<file path="config.mk">
export PLATFORM = sky130hd
export DESIGN_NAME = ddrrw_ctrl_flat
export DESIGN_NICKNAME = d
export VERILOG_FILES = /design/src/hw/ddrrw_pkg.sv /design/src/hw/ddrrw_phy_if.sv /design/src/hw/ddrrw_ctrl.sv /design/src/hw/ddrrw_fifo.sv /design/src/flat_wrapper.sv
export SDC_FILE = /design/constraint.sdc
export NUM_CORES = 1
export LEC_CHECK = 0
export ABC_AREA = 1
export ABC_CLOCK_PERIOD_IN_PS = 11900
export BUFFER_PORTS_ARGS = -buffer_cell sky130_fd_sc_hd__buf_2
export CAP_MARGIN = 10
export CORE_MARGIN = 4
export CORE_UTILIZATION = 29
export CTS_CLUSTER_SIZE = 20
export DETAILED_ROUTE_END_ITERATION = 8
export SKIP_LAST_GASP = 1
export SLEW_MARGIN = 10
export SYNTH_ARGS = -nofsm -noshare
export SYNTH_HDL_FRONTEND = slang
export SYNTH_SLANG_ARGS = --single-unit
export TNS_END_PERCENT = 50
</file>
<file path="constraint.sdc">
create_clock -name sys_clk -period 11.9 [get_ports sys_clk]
set_input_delay 1.19 -clock sys_clk [delete_from_list [all_inputs] [get_ports sys_clk]]
set_output_delay 1.19 -clock sys_clk [all_outputs]
set_load 0.01 [all_outputs]
</file>
<file path="src/hw/ddrrw_pkg.sv">
/*
  Shared constants and types of the local read/write path of the DDR
  controller and of its PHY-side partner.
  Assumes one controller clock domain and one local word per data beat.
*/
`default_nettype none
package ddrrw_pkg;
  // ----------------------------------------------------------------
  // Widths and address layout
  // ----------------------------------------------------------------
  localparam int ADDR_W     = 24;
  localparam int DATA_W     = 32;
  localparam int BE_W       = 4;
  localparam int COL_W      = 8;
  localparam int ROW_W      = 14;
  localparam int BANK_W     = 2;
  localparam int NBANK      = 4;
  localparam int COL_LSB    = 0;
  localparam int ROW_LSB    = 8;
  localparam int BANK_LSB   = 22;
  localparam int COL_SHIFT  = 2;
  localparam int MCOL_W     = COL_W + COL_SHIFT;
  localparam int SIZE_W     = 2;
  // ----------------------------------------------------------------
  // Depths and latencies
  // ----------------------------------------------------------------
  localparam int QDEPTH     = 4;
  localparam int QPTR_W     = 2;
  localparam int QCNT_W     = 3;
  localparam int WF_DEPTH   = 8;
  localparam int WF_LVL_W   = 4;
  localparam int ECC_STAGES = 3;
  localparam int PHY_RD_LAT = 2;
  localparam logic [SIZE_W-1:0] SIZE_ONE  = 2'h1;
  localparam logic [SIZE_W-1:0] SIZE_TWO  = 2'h2;
  localparam logic [1:0]        ECC_NONE  = 2'h0;
  localparam logic [1:0]        ECC_ONE   = 2'h1;
  localparam logic [1:0]        ECC_THREE = 2'h3;
  // ----------------------------------------------------------------
  // Types
  // ----------------------------------------------------------------
  typedef enum logic [2:0] {
    CMD_NOP = 3'h0, CMD_ACT = 3'h1, CMD_RD = 3'h2, CMD_WR = 3'h3, CMD_PCH = 3'h4
  } ddrrw_cmd_t;
  typedef enum logic [2:0] {
    ST_IDLE = 3'h0, ST_PCH = 3'h1, ST_ACT = 3'h3, ST_CMD = 3'h2, ST_DATA = 3'h6
  } ddrrw_state_t;
  typedef struct packed {
    logic              is_wr;
    logic [SIZE_W-1:0] size;
    logic [ADDR_W-1:0] addr;
  } ddrrw_req_t;
endpackage : ddrrw_pkg
`default_nettype wire

</file>
<file path="src/hw/ddrrw_phy_if.sv">
/*
  Link between the controller end and the PHY end.
  Assumes both ends run on the same controller clock.
*/
`default_nettype none
interface ddrrw_phy_if;
  ddrrw_pkg::ddrrw_cmd_t              cmd;
  logic [ddrrw_pkg::ROW_W-1:0]        row;
  logic [ddrrw_pkg::MCOL_W-1:0]       col;
  logic [ddrrw_pkg::BANK_W-1:0]       bank;
  logic                               doing_rd;
  logic                               wdata_valid;
  logic [ddrrw_pkg::DATA_W-1:0]       wdata;
  logic [ddrrw_pkg::BE_W-1:0]         wdata_mask;
  logic [ddrrw_pkg::DATA_W-1:0]       rdata;
  logic                               rdata_valid;
  modport ctrl (output cmd, row, col, bank, doing_rd, wdata_valid, wdata, wdata_mask,
                input  rdata, rdata_valid);
  modport phy  (input  cmd, row, col, bank, doing_rd, wdata_valid, wdata, wdata_mask,
                output rdata, rdata_valid);
endinterface : ddrrw_phy_if
`default_nettype wire

</file>
<file path="src/hw/ddrrw_ctrl.sv">
/*
  Controller end: local request handshake, four-entry command queue,
  row/column/bank mapping, precharge/activate sequencing, write data
  buffering and read return with optional ECC delay.
  Assumes the PHY end returns read data in command order.
*/
`default_nettype none
// How it works
// Half rate: size one, one four-beat burst
// Accepted when ready high; next next cycle
// Requester holds request while ready low
// Queue four requests, ready while room; a memory-mapped write also needs write buffer room and no word owed
// Ready low when queue full
// Each queued request becomes memory command
// Read strobe high for expected data cycles
// PHY issues reads and captures data
// PHY resyncs data, flags valid
// Local read valid marks valid read data
// Read delay zero, or one/three with ECC
// Split address; column shifted left two
// Row miss: precharge, activate, then access
// Native: request write data after accept
// Requester drives data cycle after request
// Write valid flags data and masks
// PHY sends write data and strobe
// Full rate: sizes one, two, in order
// Byte enables inverted into data mask
// Read data returned in request order
module ddrrw_ctrl (
  // Clock and reset
  input  wire logic                              sys_clk,
  input  wire logic                              resetn,
  // Mode straps
  input  wire logic                              half_rate,
  input  wire logic                              native_mode,
  input  wire logic [1:0]                        ecc_lat,
  // Local request
  input  wire logic                              read_req,
  input  wire logic                              write_req,
  input  wire logic [ddrrw_pkg::SIZE_W-1:0]      size,
  input  wire logic [ddrrw_pkg::ADDR_W-1:0]      addr,
  output logic                                   ready,
  output logic                                   size_error,
  // Local write data
  output logic                                   wdata_req,
  input  wire logic [ddrrw_pkg::DATA_W-1:0]      wdata,
  input  wire logic [ddrrw_pkg::BE_W-1:0]        user_byte_enables,
  // Local read data
  output logic [ddrrw_pkg::DATA_W-1:0]           rdata,
  output logic                                   rdata_valid,
  // PHY link
  ddrrw_phy_if.ctrl                              link
);
  localparam int WFW = ddrrw_pkg::DATA_W + ddrrw_pkg::BE_W;

  ddrrw_pkg::ddrrw_req_t          q_r [ddrrw_pkg::QDEPTH];
  logic [ddrrw_pkg::QPTR_W-1:0]   qwp_r;
  logic [ddrrw_pkg::QPTR_W-1:0]   qrp_r;
  logic [ddrrw_pkg::QCNT_W-1:0]   qcnt_r;
  ddrrw_pkg::ddrrw_req_t          head;
  logic                           q_full;
  logic                           q_empty;
  logic                           size_ok;
  logic                           accept;
  logic                           push;
  logic                           pop;
  ddrrw_pkg::ddrrw_state_t        st_r;
  ddrrw_pkg::ddrrw_state_t        st_nxt;
  ddrrw_pkg::ddrrw_cmd_t          cmd_nxt;
  logic                           cur_wr_r;
  logic [ddrrw_pkg::SIZE_W-1:0]   beat_r;
  logic [ddrrw_pkg::NBANK-1:0]    open_r;
  logic [ddrrw_pkg::ROW_W-1:0]    row_r [ddrrw_pkg::NBANK];
  logic [ddrrw_pkg::BANK_W-1:0]   hbank;
  logic [ddrrw_pkg::ROW_W-1:0]    hrow;
  logic                           wr_data_ok;
  logic [ddrrw_pkg::WF_LVL_W-1:0] owed_r;
  logic [ddrrw_pkg::WF_LVL_W-1:0] owed_add;
  logic                           req_d_r;
  logic                           wf_in_ready;
  logic                           wf_out_valid;
  logic [WFW-1:0]                 wf_out;
  logic [ddrrw_pkg::WF_LVL_W-1:0] wf_level;
  logic                           mm_push;
  logic [ddrrw_pkg::ECC_STAGES:0] pv_r;
  logic [ddrrw_pkg::DATA_W-1:0]   pd_r [ddrrw_pkg::ECC_STAGES+1];

  // Address field extraction, used for queue head and bookkeeping
  function automatic logic [ddrrw_pkg::ROW_W-1:0] f_row(input logic [ddrrw_pkg::ADDR_W-1:0] a);
    f_row = a[ddrrw_pkg::ROW_LSB +: ddrrw_pkg::ROW_W];
  endfunction : f_row

  function automatic logic [ddrrw_pkg::BANK_W-1:0] f_bank(input logic [ddrrw_pkg::ADDR_W-1:0] a);
    f_bank = a[ddrrw_pkg::BANK_LSB +: ddrrw_pkg::BANK_W];
  endfunction : f_bank

  // ----------------------------------------------------------------
  // Request handshake and command queue
  // ----------------------------------------------------------------
  assign q_full  = (qcnt_r == ddrrw_pkg::QCNT_W'(ddrrw_pkg::QDEPTH));
  assign q_empty = (qcnt_r == '0);
  assign head    = q_r[qrp_r];
  assign size_ok = half_rate ? (size == ddrrw_pkg::SIZE_ONE)
                             : (size == ddrrw_pkg::SIZE_ONE || size == ddrrw_pkg::SIZE_TWO);
  // Memory-mapped writes carry their first word, so room must exist now
  assign ready   = !q_full &&
                   !(write_req && !read_req && !native_mode &&
                     (!wf_in_ready || owed_r != '0 || req_d_r));
  assign accept  = ready && (read_req || write_req);
  assign push    = accept && size_ok;
  assign mm_push = push && write_req && !read_req && !native_mode;
  assign size_error = accept && !size_ok;

  always_ff @(posedge sys_clk) begin
    if (push) begin
      q_r[qwp_r] <= '{is_wr: write_req && !read_req, size: size, addr: addr};
    end
  end

  always_ff @(posedge sys_clk or negedge resetn) begin
    if (!resetn) begin
      qwp_r  <= '0;
      qrp_r  <= '0;
      qcnt_r <= '0;
    end else begin
      qwp_r  <= qwp_r + ddrrw_pkg::QPTR_W'(push);
      qrp_r  <= qrp_r + ddrrw_pkg::QPTR_W'(pop);
      qcnt_r <= qcnt_r + ddrrw_pkg::QCNT_W'(push) - ddrrw_pkg::QCNT_W'(pop);
    end
  end

  // ----------------------------------------------------------------
  // Write data request and buffer
  // ----------------------------------------------------------------
  assign owed_add  = !(push && write_req && !read_req) ? '0 :
                     native_mode ? ddrrw_pkg::WF_LVL_W'(size) : ddrrw_pkg::WF_LVL_W'(size - 1'b1);
  // Room is reserved for the word already asked for last cycle
  assign wdata_req = (owed_r != '0) &&
                     ((wf_level + ddrrw_pkg::WF_LVL_W'(req_d_r)) < ddrrw_pkg::WF_LVL_W'(ddrrw_pkg::WF_DEPTH));

  always_ff @(posedge sys_clk or negedge resetn) begin
    if (!resetn) begin
      owed_r  <= '0;
      req_d_r <= 1'b0;
    end else begin
      owed_r  <= owed_r + owed_add - ddrrw_pkg::WF_LVL_W'(wdata_req);
      req_d_r <= wdata_req;
    end
  end

  ddrrw_fifo #(.W(WFW), .DEPTH(ddrrw_pkg::WF_DEPTH)) u_wfifo (
    .sys_clk   (sys_clk),
    .resetn    (resetn),
    .in_valid  (req_d_r || mm_push),
    .in_ready  (wf_in_ready),
    .in_data   ({wdata, user_byte_enables}),
    .out_valid (wf_out_valid),
    .out_ready (link.wdata_valid),
    .out_data  (wf_out),
    .level     (wf_level)
  );

  assign link.wdata_valid = (st_r == ddrrw_pkg::ST_DATA) && cur_wr_r && wf_out_valid;
  assign link.wdata       = wf_out[WFW-1 -: ddrrw_pkg::DATA_W];
  assign link.wdata_mask  = ~wf_out[ddrrw_pkg::BE_W-1:0];
  assign link.doing_rd    = (st_r == ddrrw_pkg::ST_DATA) && !cur_wr_r;

  // ----------------------------------------------------------------
  // Command sequencer
  // ----------------------------------------------------------------
  assign hbank      = f_bank(head.addr);
  assign hrow       = f_row(head.addr);
  assign wr_data_ok = !head.is_wr || (wf_level >= ddrrw_pkg::WF_LVL_W'(head.size));
  assign pop        = (st_r == ddrrw_pkg::ST_CMD) && wr_data_ok;

  always_comb begin
    st_nxt  = st_r;
    cmd_nxt = ddrrw_pkg::CMD_NOP;
    case (st_r)
      ddrrw_pkg::ST_IDLE: begin
        if (!q_empty) begin
          if (!open_r[hbank]) begin
            st_nxt = ddrrw_pkg::ST_ACT;
          end else if (row_r[hbank] != hrow) begin
            st_nxt = ddrrw_pkg::ST_PCH;
          end else begin
            st_nxt = ddrrw_pkg::ST_CMD;
          end
        end
      end
      ddrrw_pkg::ST_PCH: begin
        cmd_nxt = ddrrw_pkg::CMD_PCH;
        st_nxt  = ddrrw_pkg::ST_ACT;
      end
      ddrrw_pkg::ST_ACT: begin
        cmd_nxt = ddrrw_pkg::CMD_ACT;
        st_nxt  = ddrrw_pkg::ST_CMD;
      end
      ddrrw_pkg::ST_CMD: begin
        if (wr_data_ok) begin
          cmd_nxt = head.is_wr ? ddrrw_pkg::CMD_WR : ddrrw_pkg::CMD_RD;
          st_nxt  = ddrrw_pkg::ST_DATA;
        end
      end
      ddrrw_pkg::ST_DATA: begin
        if (beat_r == ddrrw_pkg::SIZE_ONE) begin
          st_nxt = ddrrw_pkg::ST_IDLE;
        end
      end
      default: begin
        st_nxt = ddrrw_pkg::ST_IDLE;
      end
    endcase
  end

  always_ff @(posedge sys_clk or negedge resetn) begin
    if (!resetn) begin
      st_r      <= ddrrw_pkg::ST_IDLE;
      link.cmd  <= ddrrw_pkg::CMD_NOP;
      link.row  <= '0;
      link.col  <= '0;
      link.bank <= '0;
    end else begin
      st_r      <= st_nxt;
      link.cmd  <= cmd_nxt;
      link.row  <= hrow;
      link.col  <= {head.addr[ddrrw_pkg::COL_LSB +: ddrrw_pkg::COL_W], {ddrrw_pkg::COL_SHIFT{1'b0}}};
      link.bank <= hbank;
    end
  end

  // One data cycle per local word; strobes end with the last word
  always_ff @(posedge sys_clk or negedge resetn) begin
    if (!resetn) begin
      cur_wr_r <= 1'b0;
      beat_r   <= '0;
    end else if (pop) begin
      cur_wr_r <= head.is_wr;
      beat_r   <= head.size;
    end else if (st_r == ddrrw_pkg::ST_DATA) begin
      beat_r   <= beat_r - 1'b1;
    end
  end

  generate
    for (genvar b = 0; b < ddrrw_pkg::NBANK; b++) begin : g_bank
      always_ff @(posedge sys_clk or negedge resetn) begin
        if (!resetn) begin
          open_r[b] <= 1'b0;
          row_r[b]  <= '0;
        end else if (hbank == ddrrw_pkg::BANK_W'(b)) begin
          if (st_r == ddrrw_pkg::ST_PCH) begin
            open_r[b] <= 1'b0;
          end else if (st_r == ddrrw_pkg::ST_ACT) begin
            open_r[b] <= 1'b1;
            row_r[b]  <= hrow;
          end
        end
      end
    end
  endgenerate

  // ----------------------------------------------------------------
  // Read return with optional ECC delay, order kept by a plain pipe
  // ----------------------------------------------------------------
  assign pv_r[0] = link.rdata_valid;
  assign pd_r[0] = link.rdata;

  generate
    for (genvar s = 1; s <= ddrrw_pkg::ECC_STAGES; s++) begin : g_ecc
      always_ff @(posedge sys_clk or negedge resetn) begin
        if (!resetn) begin
          pv_r[s] <= 1'b0;
          pd_r[s] <= '0;
        end else begin
          pv_r[s] <= pv_r[s-1];
          pd_r[s] <= pd_r[s-1];
        end
      end
    end
  endgenerate

  always_comb begin
    case (ecc_lat)
      ddrrw_pkg::ECC_ONE: begin
        rdata_valid = pv_r[1];
        rdata       = pd_r[1];
      end
      ddrrw_pkg::ECC_THREE: begin
        rdata_valid = pv_r[3];
        rdata       = pd_r[3];
      end
      default: begin
        rdata_valid = pv_r[0];
        rdata       = pd_r[0];
      end
    endcase
  end
endmodule : ddrrw_ctrl
`default_nettype wire

</file>
<file path="src/hw/ddrrw_fifo.sv">
/*
  Small synchronous FIFO with valid/ready on both sides and a fill level.
  Assumes DEPTH is a power of two.
*/
`default_nettype none
module ddrrw_fifo #(
  parameter int W     = 36,
  parameter int DEPTH = 8
) (
  // Clock and reset
  input  wire logic                       sys_clk,
  input  wire logic                       resetn,
  // Fill side
  input  wire logic                       in_valid,
  output logic                            in_ready,
  input  wire logic [W-1:0]               in_data,
  // Drain side
  output logic                            out_valid,
  input  wire logic                       out_ready,
  output logic [W-1:0]                    out_data,
  // Status
  output logic [$clog2(DEPTH):0]          level
);
  localparam int AW = $clog2(DEPTH);
  logic [W-1:0] mem [DEPTH];
  logic [AW:0]  wp_r;
  logic [AW:0]  rp_r;

  assign level     = wp_r - rp_r;
  assign in_ready  = (level != DEPTH[AW:0]);
  assign out_valid = (wp_r != rp_r);
  assign out_data  = mem[rp_r[AW-1:0]];

  always_ff @(posedge sys_clk or negedge resetn) begin
    if (!resetn) begin
      wp_r <= '0;
    end else if (in_valid && in_ready) begin
      wp_r <= wp_r + 1'b1;
    end
  end

  always_ff @(posedge sys_clk) begin
    if (in_valid && in_ready) begin
      mem[wp_r[AW-1:0]] <= in_data;
    end
  end

  always_ff @(posedge sys_clk or negedge resetn) begin
    if (!resetn) begin
      rp_r <= '0;
    end else if (out_valid && out_ready) begin
      rp_r <= rp_r + 1'b1;
    end
  end
endmodule : ddrrw_fifo
`default_nettype wire

</file>
<file path="src/flat_wrapper.sv">
// flat-port wrapper written by rule: the top's interface ports become plain ports
module ddrrw_ctrl_flat 
  (sys_clk, resetn, half_rate, native_mode, ecc_lat, read_req, write_req, size, addr, ready, size_error, wdata_req, wdata, user_byte_enables, rdata, rdata_valid, link_cmd, link_row, link_col, link_bank, link_doing_rd, link_wdata_valid, link_wdata, link_wdata_mask, link_rdata, link_rdata_valid);
  ddrrw_phy_if link_i ();
  input  wire logic sys_clk;
  input  wire logic resetn;
  input  wire logic half_rate;
  input  wire logic native_mode;
  input  wire logic [1:0] ecc_lat;
  input  wire logic read_req;
  input  wire logic write_req;
  input  wire logic [ddrrw_pkg::SIZE_W-1:0] size;
  input  wire logic [ddrrw_pkg::ADDR_W-1:0] addr;
  output logic ready;
  output logic size_error;
  output logic wdata_req;
  input  wire logic [ddrrw_pkg::DATA_W-1:0] wdata;
  input  wire logic [ddrrw_pkg::BE_W-1:0] user_byte_enables;
  output logic [ddrrw_pkg::DATA_W-1:0] rdata;
  output logic rdata_valid;
  output wire logic [$bits(link_i.cmd)-1:0] link_cmd;
  output wire logic [$bits(link_i.row)-1:0] link_row;
  output wire logic [$bits(link_i.col)-1:0] link_col;
  output wire logic [$bits(link_i.bank)-1:0] link_bank;
  output wire logic [$bits(link_i.doing_rd)-1:0] link_doing_rd;
  output wire logic [$bits(link_i.wdata_valid)-1:0] link_wdata_valid;
  output wire logic [$bits(link_i.wdata)-1:0] link_wdata;
  output wire logic [$bits(link_i.wdata_mask)-1:0] link_wdata_mask;
  input wire logic [$bits(link_i.rdata)-1:0] link_rdata;
  input wire logic [$bits(link_i.rdata_valid)-1:0] link_rdata_valid;
  assign link_cmd = link_i.cmd;
  assign link_row = link_i.row;
  assign link_col = link_i.col;
  assign link_bank = link_i.bank;
  assign link_doing_rd = link_i.doing_rd;
  assign link_wdata_valid = link_i.wdata_valid;
  assign link_wdata = link_i.wdata;
  assign link_wdata_mask = link_i.wdata_mask;
  assign link_i.rdata = link_rdata;
  assign link_i.rdata_valid = link_rdata_valid;
  ddrrw_ctrl u_core (.sys_clk(sys_clk), .resetn(resetn), .half_rate(half_rate), .native_mode(native_mode), .ecc_lat(ecc_lat), .read_req(read_req), .write_req(write_req), .size(size), .addr(addr), .ready(ready), .size_error(size_error), .wdata_req(wdata_req), .wdata(wdata), .user_byte_enables(user_byte_enables), .rdata(rdata), .rdata_valid(rdata_valid), .link(link_i));
endmodule
</file>
==> results.json, run 1 <==
{
  "initial_core_util_pct": 29.3,
  "rows": 104,
  "netlist_area_um2": 23700,
  "drt-wirelength-per-cell_um": 16.9,
  "yosys.area_share.adder_pct": 1.31,
  "numPortBuffers": 203,
  "reg2reg_slack_ns": 7.55,
  "synthMuxAreaShare_pct": 0,
  "r2r_start": "u_core.qrp_r[0]$_DFF_PN0_",
  "drive_gt1_share_pct": 16.4,
  "ctsLongestPathBuffers": 3,
  "setup_tns_ns": 0,
  "internal-power_mw": 4.67,
  "yosys.area.top_type": "edfxtp_1",
  "htree_levels": 3,
  "final_common_cell": "edfxtp_1",
  "async_flop_share_pct": 34.9,
  "worst_ep_required_time_ns": 10.71,
  "grt_pass1_vias": 15202,
  "start_kind": "input port",
  "period_minus_slack_ns": 5.23,
  "p_seq_share_pct": 39.4,
  "die_x_um": 294,
  "powerDensity_nw_per_um2": 262,
  "clock-root-buffer": "clkbuf_16",
  "hold_path.class": "reg2reg",
  "slew_headroom_pct": 25.3,
  "rsz0062_at_grt": "no",
  "worstSetupEndpoint": "rdata[19]",
  "die_area_um2": 86200,
  "hold_start": "u_core.pd_r[56]$_DFF_PN0_",
  "cts_tree": "yes",
  "setup_viol": 0,
  "setup_ws_ns": 6.67,
  "vias": 15348,
  "cts.repair.resized": 0,
  "cts_hold_buf": 0,
  "drv_slew": 0,
  "grt.total_usage_pct": 12.6,
  "ys_warn_count": 0,
  "n_fill_cell": 7817,
  "worst_pin_slew_ns": 1.12,
  "worstSkewPairLatency_ns": 0.63,
  "dp_hpwl_mm": 32.1,
  "r2r-end": "u_core.row_r[27]$_DFFE_PN0P_",
  "synth_xor_area_share_pct": 0.630,
  "synth-compound-area-share_pct": 7.94,
  "synthSimpleGateAreaFrac_pct": 14.2,
  "grt_max_degree": 109,
  "antenna_found_initial": 9,
  "fin_crit_sh_pct": 44.0,
  "synth-edff-count": 396,
  "peakVddDrop_uv": 146,
  "crit_fanout": 34,
  "ys_types": 39,
  "gp_congestion": 0.801,
  "crit_chain": "buf_2 > clkinv_1 > nor2_2 > buf_4 > nand2_1 > nand3_1 > buf_2",
  "grt_first_pass_wirelength_mm": 85.8,
  "drt_first_iter_violations": 1055,
  "cp_slowest_cell": "clkinv_1",
  "final_nets": 2306,
  "clkSinkCount": 608,
  "overflow": 0,
  "placedCellCount": 3169,
  "ys_seq_area_share_pct": 72.7,
  "p_comb_share_pct": 31.9,
  "arrival_ns": 4.04,
  "cp-end-kind": "output port",
  "p_switching_mw": 2.69,
  "synth_ff_type": "edfxtp_1",
  "reg2regPathDepth": 11,
  "area_delta_synth_final_pct": 18.9,
  "drc": 0,
  "hold_ws_ns": 0.319,
  "dr.pass1.iters": 5,
  "crit_path_max_incr_delay_ns": 1.00,
  "routed_wl_mm": 55.7,
  "path_common_cell": "buf_2",
  "die_y_um": 294,
  "fmax_mhz": 191,
  "design.core.area_um2": 80700,
  "leakage_nw": 11.0,
  "synth_top_area_share_pct": 50.3,
  "synth_top_family_by_area": "simple AND/OR/NAND/NOR gates",
  "pin_count": 206,
  "cts.clk_slew.worst_paths_ns": 0.06,
  "stdcell_count": 3299,
  "finalPower_mw": 7.36,
  "startpoint": "ecc_lat[0]",
  "cts_buffers": 69,
  "sw_frac_of_total_pct": 36.5,
  "critPathKind": "in2out",
  "postCtsSetupBuffers": 0,
  "finalHoldViolations": 0,
  "ys_seq_elements": 608,
  "syn_avg_cell_area_um2": 11.9,
  "layout_common_cells": "edfxtp_1 (396), nand2_1 (381), nor2_1 (273), dfrtp_1 (210), o21ai_0 (209)",
  "outcome": "complete, no violations",
  "maxCapViolCount": 0,
  "pwr-share-clk_pct": 28.8,
  "ant_nets": 0,
  "vias_per_cell": 4.65,
  "fin_skew_ns": 0.0361,
  "dp_slack_ns": 6.59,
  "synthTopCellsByArea": "edfxtp_1 (50%), dfrtp_1 (22%), nand2_1 (6.0%), nor2_1 (4.5%), o21ai_0 (4.4%)",
  "synthCells": 1992
}
flip-flops by register name, indices dropped and copies added, names as in the netlist, 4 cells and up:
name / cells
u_core.link.col: 8
u_core.link.row: 14
u_core.open_r: 4
u_core.owed_r: 4
u_core.pd_r: 96
u_core.q_r: 108
u_core.row_r: 56
u_core.u_wfifo.mem: 288
u_core.u_wfifo.rp_r: 4
u_core.u_wfifo.wp_r: 4
synthesized netlist by cell type, types with 4 or more instances:
master / number
xnor2_1: 7
edfxtp_1: 396
buf_4: 9
buf_6: 4
o21ai_0: 209
o21ai_1: 6
nand3_2: 4
buf_1: 4
inv_1: 62
inv_2: 6
nor3_1: 7
ha_1: 20
a32oi_1: 17
a31oi_1: 32
a21oi_1: 28
nor2_1: 284
buf_2: 15
nand2_1: 381
o22ai_1: 42
clkbuf_1: 77
xor2_1: 10
dfrtp_1: 212
nand3_1: 134
worst max-delay path: cells and delay by family:
kind,cells,cell delay (ns)
AND/OR/NAND/NOR,3,0.80
buffers and inverters,4,2.01
per-stage QoR:
step	utilization (%)	area (um^2)
global route	34.8	28100
CTS	34.8	28100
global placement	31.9	25800
detailed placement	31.9	25800
finish	34.8	28100
floorplan	-	23700
layer usage:
layer  up-vias  track usage [%]  wire length (um)
li1       7301                -                 -
met1      7523             15.9             23900
met2       417             20.9             26600
met3       107             2.89              3190
met4         0             5.54              1970
met5         -                0                 0
how the worst min path moves through the flow:
stage	to	slack, ns	cells after the start
2_1_floorplan	u_core.pd_r[0]$_DFF_PN0_	0.33	0
3_3_place_gp	u_core.pd_r[10]$_DFF_PN0_	0.33	0
3_5_place_dp	u_core.pd_r[10]$_DFF_PN0_	0.33	0
4_1_cts	u_core.pd_r[24]$_DFF_PN0_	0.31	0
5_1_grt	u_core.pd_r[24]$_DFF_PN0_	0.32	0
6_report	u_core.pd_r[24]$_DFF_PN0_	0.32	0
final cells by class:
cell class	count	area, um^2	area share, %
clock inverter	37	480	1.71
inverter	72	274	0.975
clock buffer	86	1850	6.58
timing repair buffer	225	1190	4.24
sequential	608	17200	61.2
tap	1060	1330	4.72
multi-input combinational	1204	5770	20.5
antenna	7	17.5	0.0623
logic make-up after synthesis:
kind of cell | count (synthesis)
compound gates | 339
xor+xnor | 17
fa+ha+maj | 23
buf+inv | 181
flops | 608
other cells | 1
simple gates | 823
power by group through the flow:
stage	Sequential, mW	Combinational, mW	Clock, mW
floorplan	2.90	1.58	0
global placement	2.92	2.31	0
detailed placement	2.93	2.38	0
CTS	2.90	2.39	2.18
global route	2.93	2.67	2.27
finish	2.90	2.35	2.12
No activity file was read; power rests on OpenSTA's default activity.
==> inputs of run 2 (changes only) <==
ABC_AREA = 0   (was 1)
ABC_CLOCK_PERIOD_IN_PS = 5350   (was 11900)
clock period = 5.35 ns   (was 11.9 ns; I/O delays follow)
==> run 2 against run 1 <==
Design area is 1.1% lower; clock skew fell by 0.015 ns; synthesized cell count shrank 37%; area after synthesis shrank 2.3%; worst hold slack lost 0.25 ns; register-to-register slack worse by 6.4 ns; critical path depth increased by 9; wire length decreased by 13%; utilization up 0.35 points.
==> results.json, run 2 <==
{
  "outcome": "complete, no violations",
  "fmax_mhz": 238,
  "finalPower_mw": 15.6,
  "maxCapViolCount": 0,
  "hold_ws_ns": 0.0677,
  "die_x_um": 290,
  "yosys.area.top_type": "edfxtp_1",
  "postCtsSetupBuffers": 0,
  "drv_slew": 0,
  "final_nets": 1628,
  "worst_pin_slew_ns": 1.16,
  "setup_viol": 0,
  "die_y_um": 290,
  "synthTopCellsByArea": "edfxtp_1 (51%), dfrtp_1 (23%), mux4_2 (9.7%), mux2i_1 (3.3%), mux2_2 (2.3%)",
  "ys_types": 50,
  "grt.total_usage_pct": 11.5,
  "vias": 11698,
  "critPathKind": "reg2reg",
  "drc": 0,
  "cts_hold_buf": 5,
  "grt_first_pass_wirelength_mm": 75.8,
  "netlist_area_um2": 23100,
  "routed_wl_mm": 48.3,
  "period_minus_slack_ns": 4.20,
  "design.core.area_um2": 79000,
  "synth-edff-count": 396,
  "synth_ff_type": "edfxtp_1",
  "fin_crit_sh_pct": 78.5,
  "slew_headroom_pct": 22.5,
  "cp_slowest_cell": "dfrtp_1",
  "synthCells": 1255,
  "drt-wirelength-per-cell_um": 18.5,
  "crit_chain": "ha_1 > nor2b_1 > o21a_1 > or3_1 > a31oi_1 > nor2_1 > or3b_2 > inv_2 > nand3_1 > ha_1 > inv_1 > ha_1 > a21o_1 > a21oi_1 > xnor2_1 > xnor2_1",
  "initial_core_util_pct": 29.3,
  "overflow": 0,
  "worst_ep_required_time_ns": 5.87,
  "ctsLongestPathBuffers": 3,
  "layout_common_cells": "edfxtp_1 (396), dfrtp_1 (209), buf_2 (202), nand2_1 (116), mux4_2 (100)",
  "leakage_nw": 10.6,
  "worstSkewPairLatency_ns": 0.60,
  "hold_path.class": "in2reg",
  "n_fill_cell": 7398,
  "synth_top_area_share_pct": 51.4,
  "ant_nets": 0,
  "antenna_found_initial": 9,
  "drive_gt1_share_pct": 31.8,
  "clkSinkCount": 608,
  "grt_max_degree": 168,
  "largest_reg_flops": 288,
  "setup_ws_ns": 1.15,
  "final_common_cell": "edfxtp_1",
  "fin_skew_ns": 0.0212,
  "vias_per_cell": 4.48,
  "grt_pass1_vias": 12603,
  "start_kind": "register",
  "clock-root-buffer": "clkbuf_16",
  "powerDensity_nw_per_um2": 560,
  "crit_fanout": 12,
  "htree_levels": 3,
  "ys_seq_elements": 608,
  "synth.most_common_cell": "edfxtp_1",
  "finalHoldViolations": 0,
  "path_common_cell": "ha_1",
  "drt_first_iter_violations": 639,
  "cts.repair.resized": 0,
  "dr.pass1.iters": 5,
  "async_flop_share_pct": 34.9,
  "cp-end-kind": "register",
  "synth_common_cells": "edfxtp_1 (396), dfrtp_1 (212), nand2_1 (116), mux4_2 (100), mux2i_1 (76)",
  "ys_warn_count": 0,
  "cts_buffers": 68,
  "dp_slack_ns": 1.16,
  "cts.clk_slew.worst_paths_ns": 0.06,
  "rows": 103,
  "dp_hpwl_mm": 29.0,
  "gp_congestion": 0.704,
  "crit_path_max_incr_delay_ns": 0.63,
  "die_area_um2": 84300,
  "arrival_ns": 4.72,
  "numPortBuffers": 203,
  "area_delta_synth_final_pct": 20.3,
  "rsz0062_at_grt": "no",
  "ys_seq_area_share_pct": 74.4,
  "pin_count": 206,
  "peakVddDrop_uv": 256,
  "cts_tree": "yes",
  "syn_avg_cell_area_um2": 18.4
}
[run 2: layer usage]
metal / share of wire [%] / GRT usage, %
met4: 2.3 / 4.07
met2: 47 / 18.4
met3: 6.3 / 2.90
met5: 0.054 / 0
met1: 44 / 15.3
[run 2: worst paths after layout]
path / start / to / slack, ns / cells after the start
setup / recovery: u_core.u_wfifo.wp_r[1]$_DFFE_PN0P_ / u_core.owed_r[3]$_DFF_PN0_ / 1.15 / 16
max in group asynchronous: resetn / u_core.pd_r[32]$_DFF_PN0_ / 3.61 / 3
hold reg to reg: u_core.pd_r[47]$_DFF_PN0_ / u_core.pd_r[15]$_DFF_PN0_ / 0.34 / 0
min in group asynchronous: resetn / u_core.link.col[2]$_DFF_PN0_ / 0.43 / 2
setup reg to reg: u_core.u_wfifo.wp_r[1]$_DFFE_PN0P_ / u_core.owed_r[3]$_DFF_PN0_ / 1.15 / 16
hold / removal: link_rdata[14] / u_core.pd_r[78]$_DFF_PN0_ / 0.07 / 1
[run 2: area by class of cell]
cell class / instances / area (um^2) / area share, %
antenna: 6 / 15.0 / 0.0540
clock buffer: 91 / 1850 / 6.65
clock inverter: 33 / 420 / 1.51
inverter: 26 / 97.6 / 0.351
multi-input combinational: 565 / 5620 / 20.2
sequential: 608 / 17200 / 61.9
tap: 1050 / 1310 / 4.72
timing repair buffer: 233 / 1290 / 4.63
[run 2: cells by family after synthesis]
group	share of synthesized area [%]
flip-flops	74.4
multiplexers	15.9
XOR/XNOR	1.25
adder cells (fa/ha/maj)	1.34
buffers and inverters	1.55
other	0.0162
AO/OA/AOI/OAI	1.55
AND/OR/NAND/NOR	4.04
[run 2: where the power goes]
group | internal, mW | switching [mW]
Clock | 2.80 | 1.87
Combinational | 1.94 | 2.56
Sequential | 6.00 | 0.394
Total | 10.7 | 4.82
[run 2: critical path: cells and delay by family, from the launching register on]
kind	cells	cell delay [ns]
buf+inv	2	0.17
simple gates	5	1.25
xor+xnor	2	0.30
compound gates	4	0.84
flops	1	0.63
fa+ha+maj	3	0.93
[run 2: metrics by stage]
stage	instance area (um^2)	util [%]	setup TNS [ns]	cells
CTS	27800	35.2	0	2606
finish	27800	35.2	0	2612
global placement	25500	32.2	0	2477
detailed placement	25500	32.2	0	2477
global route	27800	35.2	0	2608
floorplan	23100	-	-35.21	1256
